### config.mk
export PLATFORM = sky130hd
export DESIGN_NAME = pci_power_mgmt_capability
export DESIGN_NICKNAME = d
export VERILOG_FILES = /design/src/pm_cap_pkg.sv /design/src/pci_power_mgmt_capability.sv /design/src/pm_cap_rom.sv /design/src/pm_addr_decode.sv
export SDC_FILE = /design/constraint.sdc
export NUM_CORES = 1
export LEC_CHECK = 0
export ABC_AREA = 0
export BUFFER_PORTS_ARGS = -buffer_cell sky130_fd_sc_hd__clkbuf_2
export CAP_MARGIN = 40
export CORE_UTILIZATION = 40
export CTS_CLUSTER_SIZE = 10
export DETAILED_ROUTE_END_ITERATION = 8
export PLACE_DENSITY = 0.83
export SLEW_MARGIN = 20
export SYNTH_ARGS = -nofsm -noshare
export SYNTH_HDL_FRONTEND = slang
export SYNTH_HIERARCHICAL = 1
export SYNTH_SLANG_ARGS = --single-unit
export TNS_END_PERCENT = 1
### constraint.sdc
create_clock -name sys_clk -period 2.2 [get_ports sys_clk]
set_input_delay 0 -clock sys_clk [delete_from_list [all_inputs] [get_ports sys_clk]]
set_output_delay 0 -clock sys_clk [all_outputs]
set_load 0.01 [all_outputs]
### src/pm_cap_pkg.sv
package pm_cap_pkg;

    // ------------------------------------------------------------------
    // configuration space locations
    // ------------------------------------------------------------------
    localparam logic [7:0] CAP_PTR_ADDR  = 8'h34;  // capabilities pointer byte
    localparam logic [7:0] PM_BASE       = 8'h40;  // start of the power structure
    localparam logic [7:0] OFF_ID        = 8'h00;
    localparam logic [7:0] OFF_NEXT      = 8'h01;
    localparam logic [7:0] OFF_PMC       = 8'h02;
    localparam logic [7:0] OFF_CSR       = 8'h04;
    localparam logic [7:0] OFF_BSE       = 8'h06;
    localparam logic [7:0] OFF_DATA      = 8'h07;

    // ------------------------------------------------------------------
    // fixed header values
    // ------------------------------------------------------------------
    localparam logic [7:0] CAPABILITY_IDENTIFIER_VAL    = 8'h01;
    localparam logic [7:0] NEXT_PTR_VAL  = 8'h00;

    // ------------------------------------------------------------------
    // capabilities word field positions
    // ------------------------------------------------------------------
    localparam int WAKE_D0_BIT     = 11;
    localparam int WAKE_D1_BIT     = 12;
    localparam int WAKE_D2_BIT     = 13;
    localparam int WAKE_D3HOT_BIT  = 14;
    localparam int WAKE_D3COLD_BIT = 15;
    localparam int STATE2_BIT      = 10;
    localparam int STATE1_BIT      = 9;
    localparam int AUX_LSB         = 6;
    localparam int INIT_BIT        = 5;
    localparam int RSVD_BIT        = 4;
    localparam int CLKFLAG_BIT     = 3;
    localparam int VER_LSB         = 0;

    // ------------------------------------------------------------------
    // capabilities word field values
    // ------------------------------------------------------------------
    localparam logic [2:0] AUX_CURRENT_VAL  = 3'h2;  // 100 mA
    localparam logic [2:0] AUX_SELF_POWERED = 3'h0;
    localparam logic [2:0] SPEC_VERSION_VAL = 3'h2;  // interface release 1.1
    localparam logic       INIT_NEEDED_VAL  = 1'h0;
    localparam logic       WAKE_CLOCK_VAL   = 1'h0;  // wake needs no bus clock

    // expected whole words; only PMC_FULL_SPEED is used by checks
    localparam logic [15:0] PMC_FULL_SPEED = 16'hD282;
    localparam logic [15:0] PMC_HIGH_SPEED = 16'hFE82;

    // ------------------------------------------------------------------
    // functions of the controller
    // ------------------------------------------------------------------
    localparam logic [1:0] FUNC_FS0 = 2'h0;
    localparam logic [1:0] FUNC_FS1 = 2'h1;
    localparam logic [1:0] FUNC_HS  = 2'h2;

    typedef enum logic [1:0] {
        DEC_NONE,
        DEC_PTR,
        DEC_HEADER,
        DEC_CSR
    } dec_t;

    // high-speed function gets the extra wake and D2 bits
    function automatic logic isHighSpeed(input logic [1:0] func);
        isHighSpeed = (func == FUNC_HS);
    endfunction : isHighSpeed

    // only three functions exist
    function automatic logic isValidFunc(input logic [1:0] func);
        isValidFunc = (func == FUNC_FS0) || (func == FUNC_FS1) || (func == FUNC_HS);
    endfunction : isValidFunc

    // dword match of a byte address against a byte location
    function automatic logic sameDword(input logic [7:0] a, input logic [7:0] b);
        sameDword = (a[7:2] == b[7:2]);
    endfunction : sameDword

endpackage : pm_cap_pkg

### src/pci_power_mgmt_capability.sv
`timescale 1ns/100ps
// Function
// RULE1: structure sits at pointer value held at 34h; fields at fixed offsets.
// RULE2: identifier byte is read-only and always reads 01h.
// RULE3: each function has exactly one list entry with identifier 01h.
// RULE4: next pointer is read-only and reads 00h, ending the list.
// RULE5: capabilities word is 16 bits, all read-only.
// RULE6: bits 15 to 11 flag wake signalling from D0, D1, D2, D3hot, D3cold.
// RULE7: bits 15,14,12,9 set; bits 13,11,10 set only on high-speed function.
// RULE8: bit 10 reports D2 support, zero when unsupported.
// RULE9: bit 9 reports D1 support, zero when unsupported.
// RULE10: low byte reads 10000010 on every function.
// RULE11: version field 010b means interface release 1.1.
// RULE12: aux current field 010b means 100 mA.
// RULE13: clock flag reads 0, wake needs no bus clock.
// RULE14: initialisation flag reads 0, no special init needed.
// RULE15: writes to identifier, pointer or capabilities word are ignored.
module pci_power_mgmt_capability (
    // clock and reset
    input  wire logic        sys_clk,
    input  wire logic        rst,
    // configuration access request
    input  wire logic        cfgRead,
    input  wire logic        cfgWrite,
    input  wire logic [1:0]  cfgFunc,
    input  wire logic [7:0]  cfgAddr,
    input  wire logic [3:0]  cfgByteEn,
    input  wire logic [31:0] cfgWriteData,
    // configuration access answer
    output logic      [31:0] cfgReadData_q,
    output logic             cfgReadValid_q,
    output logic             cfgClaim_q,
    output logic             cfgWriteIgnored_q
);

    // ------------------------------------------------------------------
    // types and signals
    // ------------------------------------------------------------------
    typedef enum logic [1:0] {
        ST_IDLE,
        ST_ANSWER
    } state_t;

    state_t           state_q;
    state_t           state_d;
    logic      [31:0] readData_d;
    logic             readValid_d;
    logic             claim_d;
    logic             writeIgnored_d;
    logic      [31:0] headerWord;
    pm_cap_pkg::dec_t decode;
    logic             funcOk;
    logic             accept;

    // ------------------------------------------------------------------
    // constant header and address decode
    // ------------------------------------------------------------------
    pm_cap_rom capRom (
        .funcSel    (cfgFunc),
        .headerWord (headerWord)
    );

    pm_addr_decode addrDecode (
        .cfgAddr (cfgAddr),
        .decode  (decode)
    );

    assign funcOk = pm_cap_pkg::isValidFunc(cfgFunc);
    // a read wins if both strobes come together; a write changes nothing anyway
    assign accept = cfgRead || cfgWrite;

    // ------------------------------------------------------------------
    // next-state and answer logic
    // ------------------------------------------------------------------
    always_comb begin
        state_d        = ST_IDLE;
        readData_d     = 32'h0000_0000;
        readValid_d    = 1'b0;
        claim_d        = 1'b0;
        writeIgnored_d = 1'b0;
        case (state_q)
            ST_IDLE, ST_ANSWER: begin
                // back-to-back requests are served every cycle
                if (accept && funcOk) begin
                    state_d = ST_ANSWER;
                    if (cfgRead) begin
                        readValid_d = 1'b1;
                        case (decode)
                            pm_cap_pkg::DEC_PTR: begin
                                readData_d = {24'h00_0000, pm_cap_pkg::PM_BASE}; // RULE1
                                claim_d    = 1'b1;
                            end
                            pm_cap_pkg::DEC_HEADER: begin
                                readData_d = headerWord;                // RULE5 RULE10
                                claim_d    = 1'b1;
                            end
                            pm_cap_pkg::DEC_CSR: begin
                                // csr, bridge and data bytes: located, not modelled
                                readData_d = 32'h0000_0000;             // RULE3
                                claim_d    = 1'b1;
                            end
                            default: begin
                                readData_d = 32'h0000_0000;
                                claim_d    = 1'b0;
                            end
                        endcase
                    end else begin
                        // write data dropped; nothing here is writable
                        claim_d        = (decode != pm_cap_pkg::DEC_NONE);
                        writeIgnored_d = claim_d && (cfgByteEn != 4'h0) &&
                                         (cfgWriteData == cfgWriteData); // RULE15
                    end
                end
            end
            default: begin
                state_d = ST_IDLE;
            end
        endcase
    end

    // ------------------------------------------------------------------
    // registers
    // ------------------------------------------------------------------
    always_ff @(posedge sys_clk or posedge rst) begin
        if (rst) begin
            state_q           <= ST_IDLE;
            cfgReadData_q     <= 32'h0000_0000;
            cfgReadValid_q    <= 1'b0;
            cfgClaim_q        <= 1'b0;
            cfgWriteIgnored_q <= 1'b0;
        end else begin
            state_q           <= state_d;
            cfgReadData_q     <= readData_d;
            cfgReadValid_q    <= readValid_d;
            cfgClaim_q        <= claim_d;
            cfgWriteIgnored_q <= writeIgnored_d;
        end
    end

    // ------------------------------------------------------------------
    // checks
    // ------------------------------------------------------------------
    AST_PTR_LOC: assert property (@(posedge sys_clk) disable iff (rst) // RULE1
        cfgRead && pm_cap_pkg::isValidFunc(cfgFunc) &&
        cfgAddr[7:2] == pm_cap_pkg::CAP_PTR_ADDR[7:2]
        |=> cfgReadValid_q && cfgClaim_q && cfgReadData_q[7:0] == pm_cap_pkg::PM_BASE)
        else $error("capabilities pointer does not hold the structure base");

    AST_CAPABILITY_IDENTIFIER: assert property (@(posedge sys_clk) disable iff (rst) // RULE2
        cfgRead && pm_cap_pkg::isValidFunc(cfgFunc) &&
        cfgAddr[7:2] == pm_cap_pkg::PM_BASE[7:2]
        |=> cfgReadValid_q && cfgReadData_q[7:0] == 8'h01)
        else $error("identifier byte is not 01h");

    AST_ONE_ENTRY: assert property (@(posedge sys_clk) disable iff (rst) // RULE3
        cfgRead && cfgAddr[7:2] != pm_cap_pkg::PM_BASE[7:2]
        |=> cfgReadData_q[7:0] != 8'h01)
        else $error("identifier 01h seen outside the structure");

    AST_NEXT_PTR: assert property (@(posedge sys_clk) disable iff (rst) // RULE4
        cfgRead && pm_cap_pkg::isValidFunc(cfgFunc) &&
        cfgAddr[7:2] == pm_cap_pkg::PM_BASE[7:2]
        |=> cfgReadData_q[15:8] == 8'h00)
        else $error("next pointer is not 00h");

    AST_PMC_FS: assert property (@(posedge sys_clk) disable iff (rst) // RULE7
        cfgRead && (cfgFunc == pm_cap_pkg::FUNC_FS0 || cfgFunc == pm_cap_pkg::FUNC_FS1) &&
        cfgAddr[7:2] == pm_cap_pkg::PM_BASE[7:2]
        |=> cfgReadData_q[31:16] == pm_cap_pkg::PMC_FULL_SPEED)
        else $error("full-speed capabilities word wrong");

    AST_PMC_HS: assert property (@(posedge sys_clk) disable iff (rst) // RULE6
        cfgRead && cfgFunc == pm_cap_pkg::FUNC_HS &&
        cfgAddr[7:2] == pm_cap_pkg::PM_BASE[7:2]
        |=> cfgReadData_q[31:27] == 5'h1F && cfgReadData_q[26:25] == 2'h3)
        else $error("high-speed wake or state bits wrong");

    AST_LOW_BYTE: assert property (@(posedge sys_clk) disable iff (rst) // RULE10
        cfgRead && pm_cap_pkg::isValidFunc(cfgFunc) &&
        cfgAddr[7:2] == pm_cap_pkg::PM_BASE[7:2]
        |=> cfgReadData_q[23:16] == 8'h82 && cfgReadData_q[24] == 1'b0)
        else $error("capabilities low byte is not 10000010");

    AST_FIELDS: assert property (@(posedge sys_clk) disable iff (rst) // RULE12
        cfgRead && pm_cap_pkg::isValidFunc(cfgFunc) &&
        cfgAddr[7:2] == pm_cap_pkg::PM_BASE[7:2]
        |=> cfgReadData_q[24:22] == 3'h2 && cfgReadData_q[18:16] == 3'h2 &&
            !cfgReadData_q[19] && !cfgReadData_q[21])
        else $error("aux, version, clock or init field wrong");

    AST_WRITE_IGNORED: assert property (@(posedge sys_clk) disable iff (rst) // RULE15
        cfgWrite && !cfgRead && pm_cap_pkg::isValidFunc(cfgFunc) && cfgByteEn != 4'h0 &&
        cfgAddr[7:2] == pm_cap_pkg::PM_BASE[7:2]
        ##1 cfgRead && cfgFunc == pm_cap_pkg::FUNC_FS0 &&
        cfgAddr[7:2] == pm_cap_pkg::PM_BASE[7:2]
        |=> cfgWriteIgnored_q == 1'b0 &&
            cfgReadData_q == {pm_cap_pkg::PMC_FULL_SPEED, 16'h0001})
        else $error("write changed the header");

    AST_VALID_PULSE: assert property (@(posedge sys_clk) disable iff (rst) // RULE5
        !cfgRead |=> !cfgReadValid_q)
        else $error("read answer without a read");

endmodule : pci_power_mgmt_capability

### src/pm_cap_rom.sv
`timescale 1ns/100ps
module pm_cap_rom (
    // function select
    input  wire logic [1:0]  funcSel,
    // header dword at the structure base
    output logic      [31:0] headerWord
);

    logic        hs;
    logic [15:0] pmcWord;

    // ------------------------------------------------------------------
    // constant capabilities word, only the speed class varies
    // ------------------------------------------------------------------
    always_comb begin
        hs      = pm_cap_pkg::isHighSpeed(funcSel);
        pmcWord = 16'h0000;
        pmcWord[pm_cap_pkg::WAKE_D3COLD_BIT] = 1'b1;            // RULE6
        pmcWord[pm_cap_pkg::WAKE_D3HOT_BIT]  = 1'b1;            // RULE7
        pmcWord[pm_cap_pkg::WAKE_D2_BIT]     = hs;              // RULE7
        pmcWord[pm_cap_pkg::WAKE_D1_BIT]     = 1'b1;
        pmcWord[pm_cap_pkg::WAKE_D0_BIT]     = hs;
        pmcWord[pm_cap_pkg::STATE2_BIT]      = hs;              // RULE8
        pmcWord[pm_cap_pkg::STATE1_BIT]      = 1'b1;            // RULE9
        pmcWord[pm_cap_pkg::AUX_LSB +: 3]    = pm_cap_pkg::AUX_CURRENT_VAL;  // RULE12
        pmcWord[pm_cap_pkg::INIT_BIT]        = pm_cap_pkg::INIT_NEEDED_VAL;  // RULE14
        pmcWord[pm_cap_pkg::RSVD_BIT]        = 1'b0;            // RULE10
        pmcWord[pm_cap_pkg::CLKFLAG_BIT]     = pm_cap_pkg::WAKE_CLOCK_VAL;   // RULE13
        pmcWord[pm_cap_pkg::VER_LSB +: 3]    = pm_cap_pkg::SPEC_VERSION_VAL; // RULE11
        headerWord = {pmcWord, pm_cap_pkg::NEXT_PTR_VAL, pm_cap_pkg::CAPABILITY_IDENTIFIER_VAL}; // RULE2 RULE4
    end

endmodule : pm_cap_rom

### src/pm_addr_decode.sv
`timescale 1ns/100ps
module pm_addr_decode (
    // access address
    input  wire logic [7:0] cfgAddr,
    // which dword of ours is hit
    output pm_cap_pkg::dec_t decode
);

    // ------------------------------------------------------------------
    // dword decode; csr dword also holds bridge and data bytes
    // ------------------------------------------------------------------
    always_comb begin
        if (pm_cap_pkg::sameDword(cfgAddr, pm_cap_pkg::CAP_PTR_ADDR)) begin
            decode = pm_cap_pkg::DEC_PTR;
        end else if (pm_cap_pkg::sameDword(cfgAddr, 8'(pm_cap_pkg::PM_BASE +
                                                      pm_cap_pkg::OFF_ID))) begin
            decode = pm_cap_pkg::DEC_HEADER;                    // RULE1
        end else if (pm_cap_pkg::sameDword(cfgAddr, 8'(pm_cap_pkg::PM_BASE +
                                                      pm_cap_pkg::OFF_CSR))) begin
            decode = pm_cap_pkg::DEC_CSR;                       // RULE1
        end else begin
            decode = pm_cap_pkg::DEC_NONE;
        end
    end

endmodule : pm_addr_decode

======== Yosys cells after proc, flatten, opt, wreduce, memory -nomap -nowiden ========
Index checks and enable logic that the tools add are counted.
word-level totals
  register bits ........................... 37
  input port bits ......................... 50
  logic and storage cells ................. 44
operators by class
  equality and inequality tests ........... 9
  mux-type cells .......................... 19
  reductions and logical operators ........ 11
operators by type and width
  operator              count
  $mux W32              3
  $pmux W32 S2          1
  $eq A6 B5 Y1 const B  2
  $mux W1               11
  $mux W2               4
  $eq A2 B1 Y1 const B  3
  $eq A2 B2 Y1 const B  3
  $eq A6 B4 Y1 const B  1
  $logic_not A2 Y1      2
  $reduce_bool A4 Y1    1
  $logic_or A1 B1 Y1    3
  $reduce_or A3 Y1      1
  $logic_and A1 B1 Y1   2
  $reduce_bool A2 Y1    1
  $reduce_or A2 Y1      1

======== Logic depth before layout (Yosys ltp) ========
  depth after elaboration ................. 10
  depth in mapped cells ................... 6
  gate-level depth less buffers ........... 6

======== Cells and area by module ========
The synthesis kept the hierarchy.
by module, submodules not included
  module                     instances  cells each  area an instance (um^2)
  pci_power_mgmt_capability  1          85          1,224.9
  pm_cap_rom                 1          35          261.5
  pm_addr_decode             1          5           40.0

======== Worst setup path after synthesis ========
Ideal clock, no wire load.
  kind .................................... input to register
  start ................................... input cfgAddr[5]
  end ..................................... register cfgReadData_q[31]
  setup time .............................. 0.120 ns
  arrival time ............................ 1.470 ns
  required time ........................... 2.080 ns
  path slack .............................. 0.609 ns
  stages .................................. 6
  path through ............................ or3b_1 -> a2111oi_2 -> inv_1 -> ha_1 -> clkbuf_1 -> and3_2
between the ends
  word-level cells in the longest chain between the ends .. 9
  elaborated cells between the ends (all ways) .. 12
  classes of those cells .................. eq/ne: 5; mux: 7
RTL lines
  what                                                 RTL line                          RTL
  start: declaration                                   pci_power_mgmt_capability.sv:26   input wire logic [7:0] cfgAddr,
  $eq A6 B5 Y1                                         pm_cap_pkg.sv:76                  sameDword = (a[7:2] == b[7:2]);
  $mux W2                                              pm_addr_decode.sv:18              end else if (pm_cap_pkg::sameDword(cfgAddr, 8'(pm_cap_pkg::PM_BASE +
  $mux W2                                              pm_addr_decode.sv:15              end else if (pm_cap_pkg::sameDword(cfgAddr, 8'(pm_cap_pkg::PM_BASE +
  $mux W2 *                                            pm_addr_decode.sv:13              if (pm_cap_pkg::sameDword(cfgAddr, pm_cap_pkg::CAP_PTR_ADDR)) begin
  named net decode[0]                                  pci_power_mgmt_capability.sv:51   pm_cap_pkg::dec_t decode;
  $eq A2 B2 Y1 / $eq A2 B1 Y1 (equally long branches)  pci_power_mgmt_capability.sv:88   case (decode)
  $pmux W32 S2 *                                       pci_power_mgmt_capability.sv:88
  $mux W32 *                                           pci_power_mgmt_capability.sv:86   if (cfgRead) begin
  $mux W32 *                                           pci_power_mgmt_capability.sv:84   if (accept && funcOk) begin
  $mux W32 *                                           pci_power_mgmt_capability.sv:81   case (state_q)
  named net readData_d[31]                             pci_power_mgmt_capability.sv:46   logic [31:0] readData_d;
  end signal: assignment                               pci_power_mgmt_capability.sv:133  cfgReadData_q <= readData_d;
  end: declaration                                     pci_power_mgmt_capability.sv:30   output logic [31:0] cfgReadData_q,
The timed path passes the listed nets; every way through them passes the cells marked *.

======== Worst setup path in the final report ========
  start ................................... input cfgAddr[5]
  end ..................................... register cfgReadData_q[0]
The elaborated chain is that of the path after synthesis.

==> flow_results.xml <==
<?xml version="1.0" encoding="UTF-8"?>
<metrics>
  <group name="route">
    <metric name="route.final.wire_length" unit="um">2020</metric>
    <metric name="route.vias.total" unit="">879</metric>
    <metric name="drt_first_pass_iters" unit="">4</metric>
    <metric name="via_per_inst" unit="">3.91</metric>
    <metric name="postRouteAntennaNets" unit="">0</metric>
    <metric name="drt-wirelength-per-cell" unit="um">8.99</metric>
    <metric name="post-route-drc-count" unit="">0</metric>
    <metric name="first_iter_violations" unit="">69</metric>
  </group>
  <group name="timing">
    <metric name="hold_slack" unit="ns">0.0858</metric>
    <metric name="maxSlewHeadroom" unit="%">57.5</metric>
    <metric name="min_period" unit="ns">1.55</metric>
    <metric name="final.period_utilization" unit="%">70.6</metric>
    <metric name="hold_viol_final" unit="">0</metric>
    <metric name="finalMaxSlewViolations" unit="">0</metric>
    <metric name="fmax" unit="MHz">644</metric>
    <metric name="worst_slew_pin_slew" unit="ns">0.637</metric>
    <metric name="setup_viol_count_final" unit="">0</metric>
    <metric name="grt_setup_unrepaired" unit="">no</metric>
    <metric name="timing.setup.tns" unit="ns">0</metric>
  </group>
  <group name="floorplanning">
    <metric name="die-area" unit="um2">4070</metric>
    <metric name="fp.dieH" unit="um">63.8</metric>
    <metric name="top_level_ports" unit="">85</metric>
    <metric name="core.rowCount" unit="">22</metric>
    <metric name="initial_core_utilization" unit="%">41.7</metric>
    <metric name="fp.coreArea" unit="um2">3660</metric>
    <metric name="fp.dieW" unit="um">63.8</metric>
  </group>
  <group name="clock_tree">
    <metric name="postCtsResizedCells" unit="">0</metric>
    <metric name="ctsLongestPathBuffers" unit="">2</metric>
    <metric name="cts_tree" unit="">done</metric>
    <metric name="cts-root-buf" unit="">clkbuf_8</metric>
    <metric name="cts_setup_buffers" unit="">0</metric>
    <metric name="post_cts_hold_buffers" unit="">3</metric>
    <metric name="clk_transition_reported_paths" unit="ns">0.06</metric>
    <metric name="ctsHtreeMaxLevel" unit="">2</metric>
    <metric name="cts_sinks" unit="">35</metric>
    <metric name="cts-buffers-inserted" unit="">5</metric>
  </group>
  <group name="worst_setup_path">
    <metric name="cpMaxStageDelayCell" unit="">a2111oi_2</metric>
    <metric name="timing.critical_path.buf_inv" unit="">2</metric>
    <metric name="type_of_element_capturing_the_critical_path" unit="">flop</metric>
    <metric name="cpLargestDelayFamily" unit="">simple AND/OR/NAND/NOR gates</metric>
    <metric name="cpPeakStageDelay" unit="ns">0.44</metric>
    <metric name="crit_start" unit="">cfgAddr[5]</metric>
    <metric name="number_of_logic_stages_on_the_critical_path_including_buffering" unit="">6</metric>
    <metric name="critical_path_arrival" unit="ns">1.71</metric>
    <metric name="worst_setup_path_start_kind" unit="">primary input</metric>
    <metric name="maximum_fanout_count_along_the_critical_path" unit="">19</metric>
    <metric name="crit_path_cell_trace" unit="">clkbuf_2 &gt; or3b_1 &gt; a2111oi_2 &gt; inv_1 &gt; ha_1 &gt; and3_2</metric>
    <metric name="cp_data_required_time" unit="ns">2.36</metric>
    <metric name="path_class" unit="">in2reg</metric>
  </group>
  <group name="finish">
    <metric name="final_common_cell" unit="">clkbuf_2</metric>
    <metric name="finish.instance_area" unit="um2">1780</metric>
    <metric name="area_of_the_multi_input_gates" unit="um2">452</metric>
    <metric name="layout-area-overhead-vs-synth" unit="%">16.6</metric>
    <metric name="drive_gt1_share" unit="%">36.2</metric>
    <metric name="most-common-layout-cells" unit="">50 x clkbuf_2, 35 x dfrtp_1, 29 x conb_1</metric>
    <metric name="regArea" unit="um2">876</metric>
    <metric name="layout.nets" unit="">229</metric>
    <metric name="layout.cells.non_filler" unit="">225</metric>
    <metric name="filler_cell_count" unit="">337</metric>
    <metric name="diodes" unit="">0</metric>
  </group>
  <group name="global_routing">
    <metric name="grt_pass1_wl" unit="um">3330</metric>
    <metric name="grt_antenna_before_repair" unit="">0</metric>
    <metric name="grt_pass1_vias" unit="">806</metric>
    <metric name="largest_net_degree_at_the_start_of_global_routing" unit="">36</metric>
    <metric name="gr-usage-all-layers" unit="%">11.2</metric>
    <metric name="grt.overflow.total" unit="">0</metric>
  </group>
  <group name="power">
    <metric name="power_density" unit="nW/um2">637</metric>
    <metric name="total_leakage_power" unit="uW">0.00112</metric>
    <metric name="ir_worst_vdd" unit="mV">0.223</metric>
    <metric name="finalPower" unit="uW">1130</metric>
  </group>
  <group name="logic_synthesis">
    <metric name="synth_sequential_area_ratio" unit="%">57.4</metric>
    <metric name="synth_cell_types" unit="">20</metric>
    <metric name="syn_area" unit="um2">1530</metric>
    <metric name="syn_inst" unit="">125</metric>
    <metric name="synth.ff_latch_count" unit="">35</metric>
    <metric name="postSynthAreaPerCell" unit="um2">12.2</metric>
    <metric name="yosysWarningCount" unit="">6</metric>
  </group>
  <group name="placement">
    <metric name="port_buffers" unit="">50</metric>
    <metric name="place_congestion" unit="">0.633</metric>
    <metric name="placed_cells" unit="">214</metric>
    <metric name="post_place_cell_area" unit="um2">1670</metric>
  </group>
  <group name="min_path">
    <metric name="min_from" unit="">cfgFunc[1]</metric>
    <metric name="hold_path_depth" unit="">3</metric>
    <metric name="hold_path.class" unit="">in2reg</metric>
    <metric name="min_to" unit="">cfgClaim_q$_DFF_PP0_</metric>
  </group>
  <group name="flow_run">
    <metric name="number_of_violations_of_the_max_capacitance_limit" unit="">0</metric>
  </group>
  <group name="outcome">
    <metric name="run_status" unit="">complete, no violations</metric>
  </group>
</metrics>
==> registers in the layout (all words and copies together), names as in the netlist <==
name               flops
cfgReadData_q         32
cfgWriteIgnored_q      1
cfgReadValid_q         1
cfgClaim_q             1
==> routing by layer <==
| metal | up-vias | track usage [%] | part of all wire, % |
|---|---|---|---|
| li1 | 450 | - | - |
| met4 | 0 | 5.97 | 0 |
| met1 | 397 | 11.1 | 41 |
| met2 | 32 | 20.3 | 55 |
| met5 | - | 0 | 0 |
| met3 | 0 | 3.75 | 4.8 |
==> power by group <==
part	total [uW]	internal, uW	switching (uW)	leakage (uW)
Sequential	649	648	1.14	0.000487
Combinational	68.7	26.3	42.3	0.000592
Clock	416	222	195	0.0000422
==> tightest hold or removal path, stage by stage <==
cell       delay [ns]
clkbuf_2         0.13
o2bb2ai_1        0.15
nor2_1           0.05
==> cells in the mapped netlist <==
| cell type | instances | area [um2] |
|---|---|---|
| inv_1 | 4 | 15.0 |
| and3_1 | 28 | 175 |
| nand3b_1 | 1 | 7.51 |
| nor4_1 | 2 | 12.5 |
| nor3_1 | 1 | 5.00 |
| a2111oi_2 | 1 | 15.0 |
| or3b_1 | 1 | 8.76 |
| ha_1 | 3 | 37.5 |
| and3_2 | 3 | 22.5 |
| dfrtp_1 | 35 | 876 |
| a21boi_4 | 1 | 18.8 |
| clkbuf_1 | 3 | 11.3 |
| a21oi_1 | 1 | 5.00 |
| nor2b_4 | 1 | 13.8 |
| nor2_1 | 1 | 3.75 |
| conb_1 | 2 | 7.51 |
| buf_4 | 32 | 240 |
| and3b_1 | 1 | 8.76 |
| buf_6 | 3 | 33.8 |
| o2bb2ai_1 | 1 | 8.76 |
==> how the worst max path moves through the flow <==
stage	end	slack [ns]
final	cfgReadData_q[0]$_DFF_PP0_	0.65
after global routing	cfgReadData_q[0]$_DFF_PP0_	0.45
after CTS	cfgReadData_q[0]$_DFF_PP0_	0.64
after detailed placement	cfgReadData_q[0]$_DFF_PP0_	0.36
after global placement	cfgReadData_q[0]$_DFF_PP0_	0.40
after floorplan	cfgReadData_q[31]$_DFF_PP0_	0.61
==> logic make-up (layout without fill, tap and decap cells) <==
group                    Yosys count  count (layout)  synth area share (%)
AO/OA/AOI/OAI                      4               4                  3.11
AND/OR/NAND/NOR                   39              39                  16.9
other                              2              29                 0.492
buffers and inverters             42              67                  19.7
flip-flops                        35              35                  57.4
adder cells (fa/ha/maj)            3               3                  2.46
==> layout make-up <==
cell class / instances / area share (%)
clock buffer: 7 / 4.29
clock inverter: 1 / 0.281
inverter: 4 / 0.844
multi-input combinational: 75 / 25.4
sequential: 35 / 49.2
tap: 48 / 3.38
timing repair buffer: 55 / 16.6
==> per-stage QoR <==
| stage | util (%) | setup WS (ns) |
|---|---|---|
| after global routing | 48.6 | 0.452 |
| after detailed placement | 45.6 | 0.355 |
| after CTS | 48.6 | 0.643 |
| after global placement | 45.6 | 0.395 |
| final | 48.6 | 0.646 |
| after floorplan | - | 0.609 |
(Power assumes the default switching activity.)
